File: config.mk
export PLATFORM = sky130hd
export DESIGN_NAME = pwmg_top
export DESIGN_NICKNAME = d
export VERILOG_FILES = /design/src/hw/pwmg_pkg.sv /design/src/hw/pwmg_chan.sv /design/src/hw/pwmg_top.sv
export SDC_FILE = /design/constraint.sdc
export NUM_CORES = 1
export LEC_CHECK = 0
export BUFFER_PORTS_ARGS = -buffer_cell sky130_fd_sc_hd__clkbuf_2
export CORE_ASPECT_RATIO = 1.1
export CORE_MARGIN = 1.5
export CORE_UTILIZATION = 59
export CTS_CLUSTER_DIAMETER = 60
export DETAILED_ROUTE_END_ITERATION = 16
export GPL_TIMING_DRIVEN = 0
export PLACE_DENSITY = 0.88
export SETUP_SLACK_MARGIN = 0.2
export SLEW_MARGIN = 20
export SYNTH_ARGS = -nofsm -noshare
export SYNTH_HDL_FRONTEND = slang
export SYNTH_HIERARCHICAL = 1
export SYNTH_SLANG_ARGS = --single-unit
File: constraint.sdc
create_clock -name clk -period 5 [get_ports clk]
set_input_delay 0.25 -clock clk [delete_from_list [all_inputs] [get_ports clk]]
set_output_delay 0.25 -clock clk [all_outputs]
set_load 0.02 [all_outputs]
File: src/hw/pwmg_pkg.sv
// Package for the four-channel waveform generator: constants and carriers.
// Assumes a single 50 MHz clock and a synchronous active-high reset.
package pwmg_pkg;

  // ****************************************************************
  // Sizes and reset values
  // ****************************************************************
  localparam int          NUM_CH      = 4;        // Generator instances
  localparam int          CNT_W       = 32;       // Period / duration width
  localparam int          RPT_W       = 8;        // Repeat count width
  localparam logic [31:0] PER_RST     = 32'h0000_0000; // Period reset value
  localparam logic [31:0] DUR_RST     = 32'h0000_0000; // Duration reset value
  localparam logic [7:0]  RPT_RST     = 8'h00;    // Repeat reset value

  // ****************************************************************
  // Trigger source selects
  // ****************************************************************
  localparam logic [1:0]  TRG_NONE    = 2'h0;     // Software start only
  localparam logic [1:0]  TRG_PIN     = 2'h1;     // Hardware event pin
  localparam logic [1:0]  TRG_VSYNC   = 2'h2;     // Camera vertical sync

  // ****************************************************************
  // Channel state machine
  // ****************************************************************
  typedef enum logic [1:0] {
    PWMG_IDLE = 2'b00,                             // Output at inactive level
    PWMG_RUN  = 2'b01                              // Generating periods
  } pwmg_state_t;

  // Per-channel software configuration
  typedef struct packed {
    logic              enable;                     // Channel enabled
    logic              oneshot;                    // 1 = one-shot, 0 = continuous
    logic              idle_lvl;                   // Inactive output level
    logic              first_lvl;                  // First-phase output level
    logic [1:0]        trg_sel;                    // Trigger source
    logic              trg_fall;                   // 1 = falling edge starts
    logic [RPT_W-1:0]  repeat_n;                   // Extra periods in a burst
    logic [CNT_W-1:0]  period;                     // Buffered period
    logic [CNT_W-1:0]  duration;                   // Buffered first phase
  } pwmg_cfg_t;

  // Per-channel status and events
  typedef struct packed {
    logic              out;                        // Output pin level
    logic              busy;                       // Channel running
    logic              irq;                        // Period-end pulse to CPU
    logic              dma_evt;                    // Period-end pulse to DMA
  } pwmg_stat_t;

endpackage : pwmg_pkg

File: src/hw/pwmg_chan.sv
// One waveform generator channel: period counter, duration compare, burst.
// Assumes configuration and trigger are already in the clk domain.
`timescale 1ns/1ns
module pwmg_chan (
  input  wire logic                 clk,      // 50 MHz clock
  input  wire logic                 srst,     // Sync reset
  input  wire pwmg_pkg::pwmg_cfg_t  cfg,      // Configuration
  input  wire logic                 sw_start, // Software start pulse
  input  wire logic                 sw_stop,  // Software stop pulse
  input  wire logic                 trg_lvl,  // Synchronised trigger level
  output pwmg_pkg::pwmg_stat_t      stat      // Status and events
);

  // ****************************************************************
  // State
  // ****************************************************************
  typedef struct packed {
    pwmg_pkg::pwmg_state_t             st;       // FSM state
    logic [pwmg_pkg::CNT_W-1:0]        cnt;      // Period counter
    logic [pwmg_pkg::CNT_W-1:0]        per;      // Working period
    logic [pwmg_pkg::CNT_W-1:0]        dur;      // Working duration
    logic [pwmg_pkg::RPT_W-1:0]        rpt;      // Periods left after this
    logic                              trg_old;  // Trigger, last cycle
    logic [1:0]                        sel_old;  // Trigger select, last cycle
    pwmg_pkg::pwmg_stat_t              stat;     // Registered outputs
  } pwmg_chan_t;

  pwmg_chan_t s_q;                             // Current state
  pwmg_chan_t s_d;                             // Next state
  logic       edge_hit;                        // Selected trigger edge
  logic       start;                           // Start request
  logic       last_cyc;                        // Last cycle of a period

  // ****************************************************************
  // Next-state logic
  // ****************************************************************
  always_comb
  begin
    s_d             = s_q;
    s_d.trg_old     = trg_lvl;
    s_d.sel_old     = cfg.trg_sel;
    s_d.stat.irq    = 1'b0;
    s_d.stat.dma_evt = 1'b0;
    // edge select rise/fall
    // A select change swaps the source, not an edge: skip that cycle
    edge_hit = (s_q.sel_old == cfg.trg_sel) &&
               (cfg.trg_fall ? (s_q.trg_old & ~trg_lvl) : (~s_q.trg_old & trg_lvl));
    start    = sw_start | (cfg.oneshot && cfg.trg_sel != pwmg_pkg::TRG_NONE && edge_hit);
    last_cyc = (s_q.cnt >= s_q.per);
    case (s_q.st)
      pwmg_pkg::PWMG_IDLE:
      begin
        s_d.cnt = '0;
        s_d.stat.out = cfg.idle_lvl;
        if (cfg.enable && start)
        begin
          s_d.per  = cfg.period;
          s_d.dur  = cfg.duration;
          s_d.rpt  = cfg.repeat_n;
          s_d.st   = pwmg_pkg::PWMG_RUN;
          s_d.stat.out = (cfg.duration != '0) ? cfg.first_lvl : ~cfg.first_lvl;
        end
      end
      pwmg_pkg::PWMG_RUN:
      begin
        if (last_cyc)
        begin
          s_d.cnt = '0;
          s_d.stat.irq     = 1'b1;
          s_d.stat.dma_evt = 1'b1;
          s_d.per = cfg.period;
          s_d.dur = cfg.duration;
          s_d.stat.out = (cfg.duration != '0) ? cfg.first_lvl : ~cfg.first_lvl;
          if (cfg.oneshot && s_q.rpt == '0)
          begin
            s_d.st       = pwmg_pkg::PWMG_IDLE;
            s_d.stat.out = cfg.idle_lvl;
          end
          else if (cfg.oneshot)
            s_d.rpt = s_q.rpt - 1'b1;
        end
        else
        begin
          s_d.cnt = s_q.cnt + 1'b1;
          s_d.stat.out = (s_q.cnt + 1'b1 < s_q.dur) ? cfg.first_lvl : ~cfg.first_lvl;
        end
        if (sw_stop || !cfg.enable)
        begin
          s_d.st       = pwmg_pkg::PWMG_IDLE;
          s_d.stat.out = cfg.idle_lvl;
        end
      end
      default:
        s_d.st = pwmg_pkg::PWMG_IDLE;
    endcase
    s_d.stat.busy = (s_d.st == pwmg_pkg::PWMG_RUN);
  end

  // ****************************************************************
  // State register
  // ****************************************************************
  always_ff @(posedge clk)
  begin
    if (srst)
    begin
      s_q          <= '0;
      s_q.per      <= pwmg_pkg::PER_RST;
      s_q.dur      <= pwmg_pkg::DUR_RST;
      s_q.rpt      <= pwmg_pkg::RPT_RST;
    end
    else
      s_q <= s_d;
  end

  assign stat = s_q.stat;

endmodule : pwmg_chan

File: src/hw/pwmg_top.sv
// Top of the waveform generator: four channels and trigger synchronisers.
// Assumes configuration ports are held steady by the clk-domain owner.
`timescale 1ns/1ns
module pwmg_top (
  input  wire logic                                     clk,       // 50 MHz clock
  input  wire logic                                     srst,      // Sync reset
  input  wire pwmg_pkg::pwmg_cfg_t [pwmg_pkg::NUM_CH-1:0] cfg,     // Per-channel config
  input  wire logic [pwmg_pkg::NUM_CH-1:0]              sw_start,  // Software starts
  input  wire logic [pwmg_pkg::NUM_CH-1:0]              sw_stop,   // Software stops
  input  wire logic [pwmg_pkg::NUM_CH-1:0]              evt_pin,   // Event pins, async
  input  wire logic                                     vsync,     // Camera vsync, async
  output logic [pwmg_pkg::NUM_CH-1:0]                   pwm_out,   // Output pins
  output logic [pwmg_pkg::NUM_CH-1:0]                   busy,      // Running flags
  output logic [pwmg_pkg::NUM_CH-1:0]                   irq,       // CPU event pulses
  output logic [pwmg_pkg::NUM_CH-1:0]                   dma_evt    // DMA event pulses
);

  // ****************************************************************
  // Input synchronisers
  // ****************************************************************
  typedef struct packed {
    logic [pwmg_pkg::NUM_CH:0] s1;             // First stage
    logic [pwmg_pkg::NUM_CH:0] s2;             // Second stage
  } pwmg_sync_t;

  pwmg_sync_t y_q;                             // Sync state
  pwmg_sync_t y_d;                             // Sync next

  // Two flops per async input
  always_comb
  begin
    y_d    = y_q;
    y_d.s1 = {vsync, evt_pin};
    y_d.s2 = y_q.s1;
  end

  // Sync register, runs through reset to hold the true pin level
  always_ff @(posedge clk)
  begin
    y_q <= y_d;
  end

  // Trigger select decode
  function automatic logic trg_pick(input logic [1:0] sel, input logic pin, input logic vs);
    trg_pick = (sel == pwmg_pkg::TRG_VSYNC) ? vs :
               (sel == pwmg_pkg::TRG_PIN) ? pin : 1'b0;
  endfunction : trg_pick

  // ****************************************************************
  // Channels
  // ****************************************************************
  // four channel instances
  genvar gi;
  generate
    for (gi = 0; gi < pwmg_pkg::NUM_CH; gi++)
    begin : g_ch
      pwmg_pkg::pwmg_stat_t st;              // Channel status
      logic                 trg;             // Chosen trigger
      assign trg = trg_pick(cfg[gi].trg_sel, y_q.s2[gi], y_q.s2[pwmg_pkg::NUM_CH]);
      pwmg_chan u_chan (
        .clk      (clk),
        .srst     (srst),
        .cfg      (cfg[gi]),
        .sw_start (sw_start[gi]),
        .sw_stop  (sw_stop[gi]),
        .trg_lvl  (trg),
        .stat     (st)
      );
      assign pwm_out[gi] = st.out;
      assign busy[gi]    = st.busy;
      assign irq[gi]     = st.irq;
      assign dma_evt[gi] = st.dma_evt;
    end
  endgenerate

endmodule : pwmg_top

# == After elaboration in Yosys (flattened, before gate mapping) ==
# Cells that the tools add are included.
# totals
ff_bits,462
input_bits,331
out_inout_bits,16
elab_cells,274
# op_classes
addsub,8
n_lt_le_gt_ge,8
eq_ne,36
mux,88
bitwise,28
reduce_logical,60
# ops
cell,count
one-hot mux 104 bit (2 select lines),4
2-to-1 mux 72 bit,8
adder 32 x 1 -> 32 bit (second input constant),4
greater-or-equal comparator 32 bit,4
< comparator 32 bit,4
2-to-1 mux 32 bit,4
nonzero test 32 bit,4
2-to-1 mux 8 bit,8
2-to-1 mux 2 bit,20
2-to-1 mux 1 bit,36
zero test 8 bit,4
subtractor 8 x 1 -> 8 bit (second input constant),4
== test 2 x 1 -> 1 bit (second input constant),12
logical AND 1 bit,20
AND reduction 5 bit,4
!= test 2 x 1 -> 1 bit (second input constant),8
!= test 2 bit (second input constant),8
NOT 1 bit,16
one-hot mux 2 bit (2 select lines),4
nonzero test 2 bit,8
AND reduction 3 bit,4
bitwise AND 1 bit,8
== test 2 bit,4
== test 2 bit (second input constant),4
other kinds (6),24

# == Depth between registers and ports, before layout ==
# logic_depth
word_depth,13
mapped_depth,16
depth_no_buf,15

# == Modules after synthesis ==
# Netlist, hierarchy kept.
# by_module_without_submodules
mod,instances,cells_each,area_per_inst_um2,seq_area_each_um2
pwmg_chan at g_ch[0].u_chan ...,2,877,6800.3,2242.2
pwmg_chan at g_ch[1].u_chan,1,859,6760.2,2242.2
pwmg_chan at g_ch[3].u_chan,1,831,6582.6,2242.2
pwmg_top,1,22,280.3,200.2

# == Least setup slack after synthesis ==
# Ideal clock, no wire load.
# synth_timing
kind,register to register
startpoint,reg g_ch[3].u_chan/s_q[88] (netlist bit)
endpoint,"reg g_ch[3].u_chan.s_q, in the netlist g_ch[3].u_chan/stat[3]"
setup_time_ns,0.119
arrival_ns,3.549
required_time_ns,4.881
path_slack_ns,1.332
stages_incl_launch_ff,15
n_path_buf,0
period_less_slack_ns,3.668
cell_sequence,dfxtp_1 > and4_1 > nand3_1 > nor4_1 > and3_1 > xor2_1 > ha_1 > nand4_1 > or4_1 > or4_1 > o22ai_1 > nor2_1 > xnor2_2 > o221ai_2 > a21oi_2
# synth_between
elab_chain_len,6
word_cells_on_any_way,7
classes_between,add/sub (1); order compare (2); mux (4)
# synth_rtl
item,line,text
"start, declared",pwmg_chan.sv:28,pwmg_chan_t s_q;
adder 32 x 1 -> 32 bit,pwmg_chan.sv:85,s_d.stat.out = (s_q.cnt + 1'b1 < s_q.dur) ? cfg.first_lvl : ~cfg.first_lvl;
< comparator 32 bit,pwmg_chan.sv:85,
2-to-1 mux 1 bit,pwmg_chan.sv:85,
2-to-1 mux 1 bit (*),pwmg_chan.sv:66,if (last_cyc)
2-to-1 mux 1 bit (*),pwmg_chan.sv:87,if (sw_stop || !cfg.enable)
one-hot mux 1 bit (2 select lines) (*),pwmg_chan.sv:50,case (s_q.st)
# Mark *: on every way between the ends. The rest lies on a longest branch, timed or not.
# A chain may end at the register's enable or synchronous reset.

# == Final worst setup path ==
# layout_timing
startpoint,reg g_ch[3].u_chan/s_q[85] (netlist bit)
endpoint,"reg g_ch[3].u_chan.s_q, in the netlist g_ch[3].u_chan/stat[3]"
# The elaborated chain is that of the path after synthesis.

==> reports/results.txt <==
In this run the most critical hold path is launched from cfg[27]. The slew at the pin with the worst max-slew slack is 0.9631 ns, and the count of flip-flops with a built-in enable after synthesis is 0. The run gives 45550 µm² as the core footprint.

Critical path startpoint: g_ch[3].u_chan/s_q[85]$_SDFFE_PP0P_. Dividing the detail-routed wire length by the instance count gives 20.26 µm. After floorplanning, the core was divided into 82 placement rows. A synthesized cell averages 7.854 µm². The worst path uses 87.15% of the clock period.

In the final layout, the multi-input gates occupy 15910 µm². The initial cell density of the core was 59.76%. For the worst-skew pair, the clock arrives at the later sink with an insertion delay of 0.60 ns.

The synthesized netlist occupies a cell area of 27220 µm². The worst setup path is of the reg -> reg kind. The clock-pin transition on the worst setup and hold timing paths was 0.06 ns. The highest fanout seen on the critical path was 6. The final count of pins violating max slew is 0. Power density relative to cell area: 274.6 nW/µm². The path class of the tightest hold or removal check is in -> reg.

For this run, the detailed router's first-pass iteration total came to 9. The final worst setup slack was 0.6423 ns. The logs give 49 for the CTS buffer count and 0.9535 for the final weighted congestion in routability-driven placement. The routed design has 96.46 mm of wire. Prevailing post-synth register cell: dfxtp_1.

After global routing the overflow that remains totals 0. The wire length of the first global-routing pass was 152.1 mm; the setup violation total in the final timing report was 0. The cell count after synthesis came out at 3466. For this run, the number of Yosys warnings is 6. The floorplan step set the die height to 228.3 µm.

The final number of hold-violating endpoints came out at 0. The worst pin sits at a relative slew slack of 35.11%. The DRC violation total after the first TritonRoute iteration was 3420. Deepest level of the CTS H-tree: 2. The total negative slack for setup checks is 0 ns.

The worst setup path is launched from a register. The post-route netlist has 13.31% of its cells at a drive strength greater than 1. The die is 207.8 µm wide. The worst path needs 4.358 ns of the cycle, external delays included.

For the buffer depth of the longest clock path, the log shows 3. The run finished with clean final reports. The count of unique library cells instantiated by Yosys is 99. The number of nets in the layout was 4724; the final cell utilization of the core was 74.85%. Summing the sequential cell areas from Yosys gives 33.68% of the chip area. The via-per-instance ratio was 6.346; the initial antenna violation count was 9. The buffer type at the clock tree root is clkbuf_16.

The run gives 13.55 nW as the total leakage power. STA puts the critical path data required time at 5.53 ns. The critical path ends at g_ch[3].u_chan/stat[3]$_SDFFE_PP0P_. The worst register-to-register path begins at g_ch[3].u_chan/s_q[85]$_SDFFE_PP0P_. In this run the critical register-to-register path is captured at g_ch[3].u_chan/stat[3]$_SDFFE_PP0P_. Based on the critical path, the design can be clocked at up to 229.5 MHz. The tools report the total number of vias as 30215. Setup repair after global routing left no endpoint under its margin.

TritonCTS built the clock tree. After clock tree synthesis, the repair step resized 0 gates. The tool flagged a number of max-cap violations equal to 0. The setup slack after placement was 0.7914 ns. Critical path endpoint category: a register.

The number of cells on the worst reg-to-reg path is 15. Clock tree synthesis found a total of 458 sinks. The largest net degree at the start of global routing was 18; the total DRC errors in the routed layout was 0. The overall die area is 47440 µm².

Data arrives at the worst endpoint at 4.89 ns. The async set or reset register ratio after synthesis was 0%; the worst-case clock skew was 0.01710 ns. The number of synthesized register bits was 458; the overall routing resource usage was 39.58%. For the highest ir drop seen on vdd, the log shows 0.2625 mV. Once detail routing completed, the nets flagged for antenna violations numbered 0. The number of port buffers came out at 346. The number of filler instances in the final layout is 2939.

The tools report the number of nets produced by synthesis as 4057. The via count of the first global-routing pass was 29632; the setup slack on the worst flop-to-flop path was 0.64 ns. Detailed placement finished with a half-perimeter wire length of 60.17 mm. For the I/O pin total, the log shows 347.

Compared with the post-synthesis result, the final layout area differs by 25.26%. Across the whole layout, storage elements account for 9169 µm².
==> cells in the final DEF (no fill, tap or decap), drive strengths merged, types with 6 or more instances in the layout <==
master and instances:
and3 32, a31o 8, nand4 73, nor3 47, o31a 8, nor4 54
clkbuf 561, xnor2 83, a221oi 11, buf 67, dfxtp 458, ha 260
a211oi 23, a21oi 433, a21o 18, o21a 8, nand3b 9, nand3 289
nand2b 30, nand2 314, o22ai 21, o21ai 262, a311oi 15, nor2b 18
o32ai 9, xor2 47, bufinv 6, o211ai 12, dlygate4sd3 270, a31oi 14
and2 15, or3 20, inv 294, nor2 186, clkinv 12, a21boi 7
a22oi 85, and4 17
==> metal layers <==
metal	share of wire [%]	global-route usage, %	up-vias
met3	10	8.326	604
met5	0.033	0	-
met4	7.8	27.99	6
met2	45	64.61	2104
li1	-	-	13659
met1	37	46.39	13842
==> synth_stat cells, types with 8 or more instances <==
| library cell | number | area [µm²] |
|---|---|---|
| a311oi_1 | 15 | 131.4 |
| nand4_1 | 71 | 444.2 |
| a211oi_1 | 23 | 172.7 |
| nand3b_1 | 9 | 67.56 |
| nand2_1 | 311 | 1167 |
| buf_2 | 32 | 160.2 |
| or3_1 | 20 | 125.1 |
| clkbuf_1 | 142 | 533.0 |
| a221oi_1 | 10 | 87.58 |
| nor4_1 | 51 | 319.1 |
| inv_1 | 293 | 1100 |
| a21o_1 | 18 | 135.1 |
| nor2b_1 | 18 | 112.6 |
| nor3_1 | 42 | 210.2 |
| and3_1 | 32 | 200.2 |
| and2_1 | 13 | 81.33 |
| o21ai_0 | 193 | 965.9 |
| o21ai_1 | 65 | 325.3 |
| o22ai_1 | 18 | 112.6 |
| xnor2_1 | 82 | 718.2 |
| o32ai_1 | 9 | 78.83 |
| xor2_1 | 47 | 411.6 |
| a31o_2 | 8 | 70.07 |
| a21oi_1 | 429 | 2147 |
| ha_1 | 260 | 3253 |
| nand3_1 | 289 | 1446 |
| and4_1 | 17 | 148.9 |
| dfxtp_1 | 458 | 9169 |
| buf_4 | 22 | 165.2 |
| nor2_1 | 185 | 694.4 |
| nand2b_1 | 30 | 187.7 |
| a31oi_1 | 12 | 75.07 |
| buf_6 | 10 | 112.6 |
| a22oi_1 | 85 | 638.1 |
| o211ai_1 | 11 | 82.58 |
==> area by class of cell <==
type	count	share of cell area (%)
antenna	4	0.02935
buffer	215	3.031
clock buffer	68	4.165
clock inverter	19	0.7962
inverter	296	3.258
multi-input combinational	2497	46.67
sequential	458	26.89
tap	588	2.158
timing repair buffer	616	13.00
==> logic make-up after synthesis <==
kind of cell / Yosys count / share of synthesized area [%]
other cells: 4 / 0.05514
simple gates: 1118 / 20.34
mux: 2 / 0.07354
fa+ha+maj: 260 / 11.95
compound gates: 983 / 21.82
buf+inv: 511 / 7.878
flops: 458 / 33.68
xor+xnor: 130 / 4.210
==> per-stage QoR <==
| step | hold WS, ns | cells | area (µm²) | power (mW) |
|---|---|---|---|---|
| floorplan | 0.2777 | 3466 | 27220 | 4.796 |
| global placement | 0.3099 | 4400 | 29690 | 5.229 |
| finish | 0.01986 | 4761 | 34100 | 9.363 |
| CTS | 0.001912 | 4757 | 34090 | 9.246 |
| detailed placement | 0.3121 | 4400 | 29690 | 5.259 |
| global route | 0.007238 | 4760 | 34100 | 9.647 |
==> flip-flops by register name (all words and copies together), names as in the netlist <==
name,count
g_ch.u_chan/s_q,436
g_ch.u_chan/stat,12
y_d,5
y_q,5
==> power by group <==
part / switching, mW / leakage, nW / internal, mW / total (mW)
clock network: 1.58 / 0.825 / 2.29 / 3.87
logic: 0.998 / 9.01 / 0.639 / 1.64
registers: 0.0827 / 3.72 / 3.77 / 3.85
==> repair_timing <==
| action | CTS | global route |
|---|---|---|
| hold buffers | 270 | 0 |
| endpoints found under the hold margin | 270 | 0 |
| setup buffers | 0 | 0 |
==> how the worst min path moves through the flow <==
stage	to	slack, ns	cells past startpoint
after floorplan	y_d[0]$_DFF_P_	0.28	0
after global placement	y_q[1]$_DFF_P_	0.31	0
after detailed placement	y_q[0]$_DFF_P_	0.31	0
after CTS	g_ch[1].u_chan/s_q[12]$_SDFFE_PP0P_	0.002	3
after global routing	g_ch[0].u_chan/s_q[42]$_SDFFE_PP0P_	0.007	3
final	g_ch[0].u_chan/s_q[42]$_SDFFE_PP0P_	0.02	3
==> critical path, stage by stage, from the launching register on <==
cell      delay [ns]
dfxtp_1         0.45
and3_1          0.29
nand4_2         0.26
nor3b_2         0.47
and2_1          0.31
nand3_1         0.12
xnor2_1         0.17
ha_1            0.31
nand4_1         0.14
or4_1           0.57
or4_1           0.42
o22ai_1         0.16
nor2_1          0.09
xnor2_2         0.22
o221ai_2        0.16
a21oi_2         0.15
Note: power is estimated with default switching activity, not from simulation.
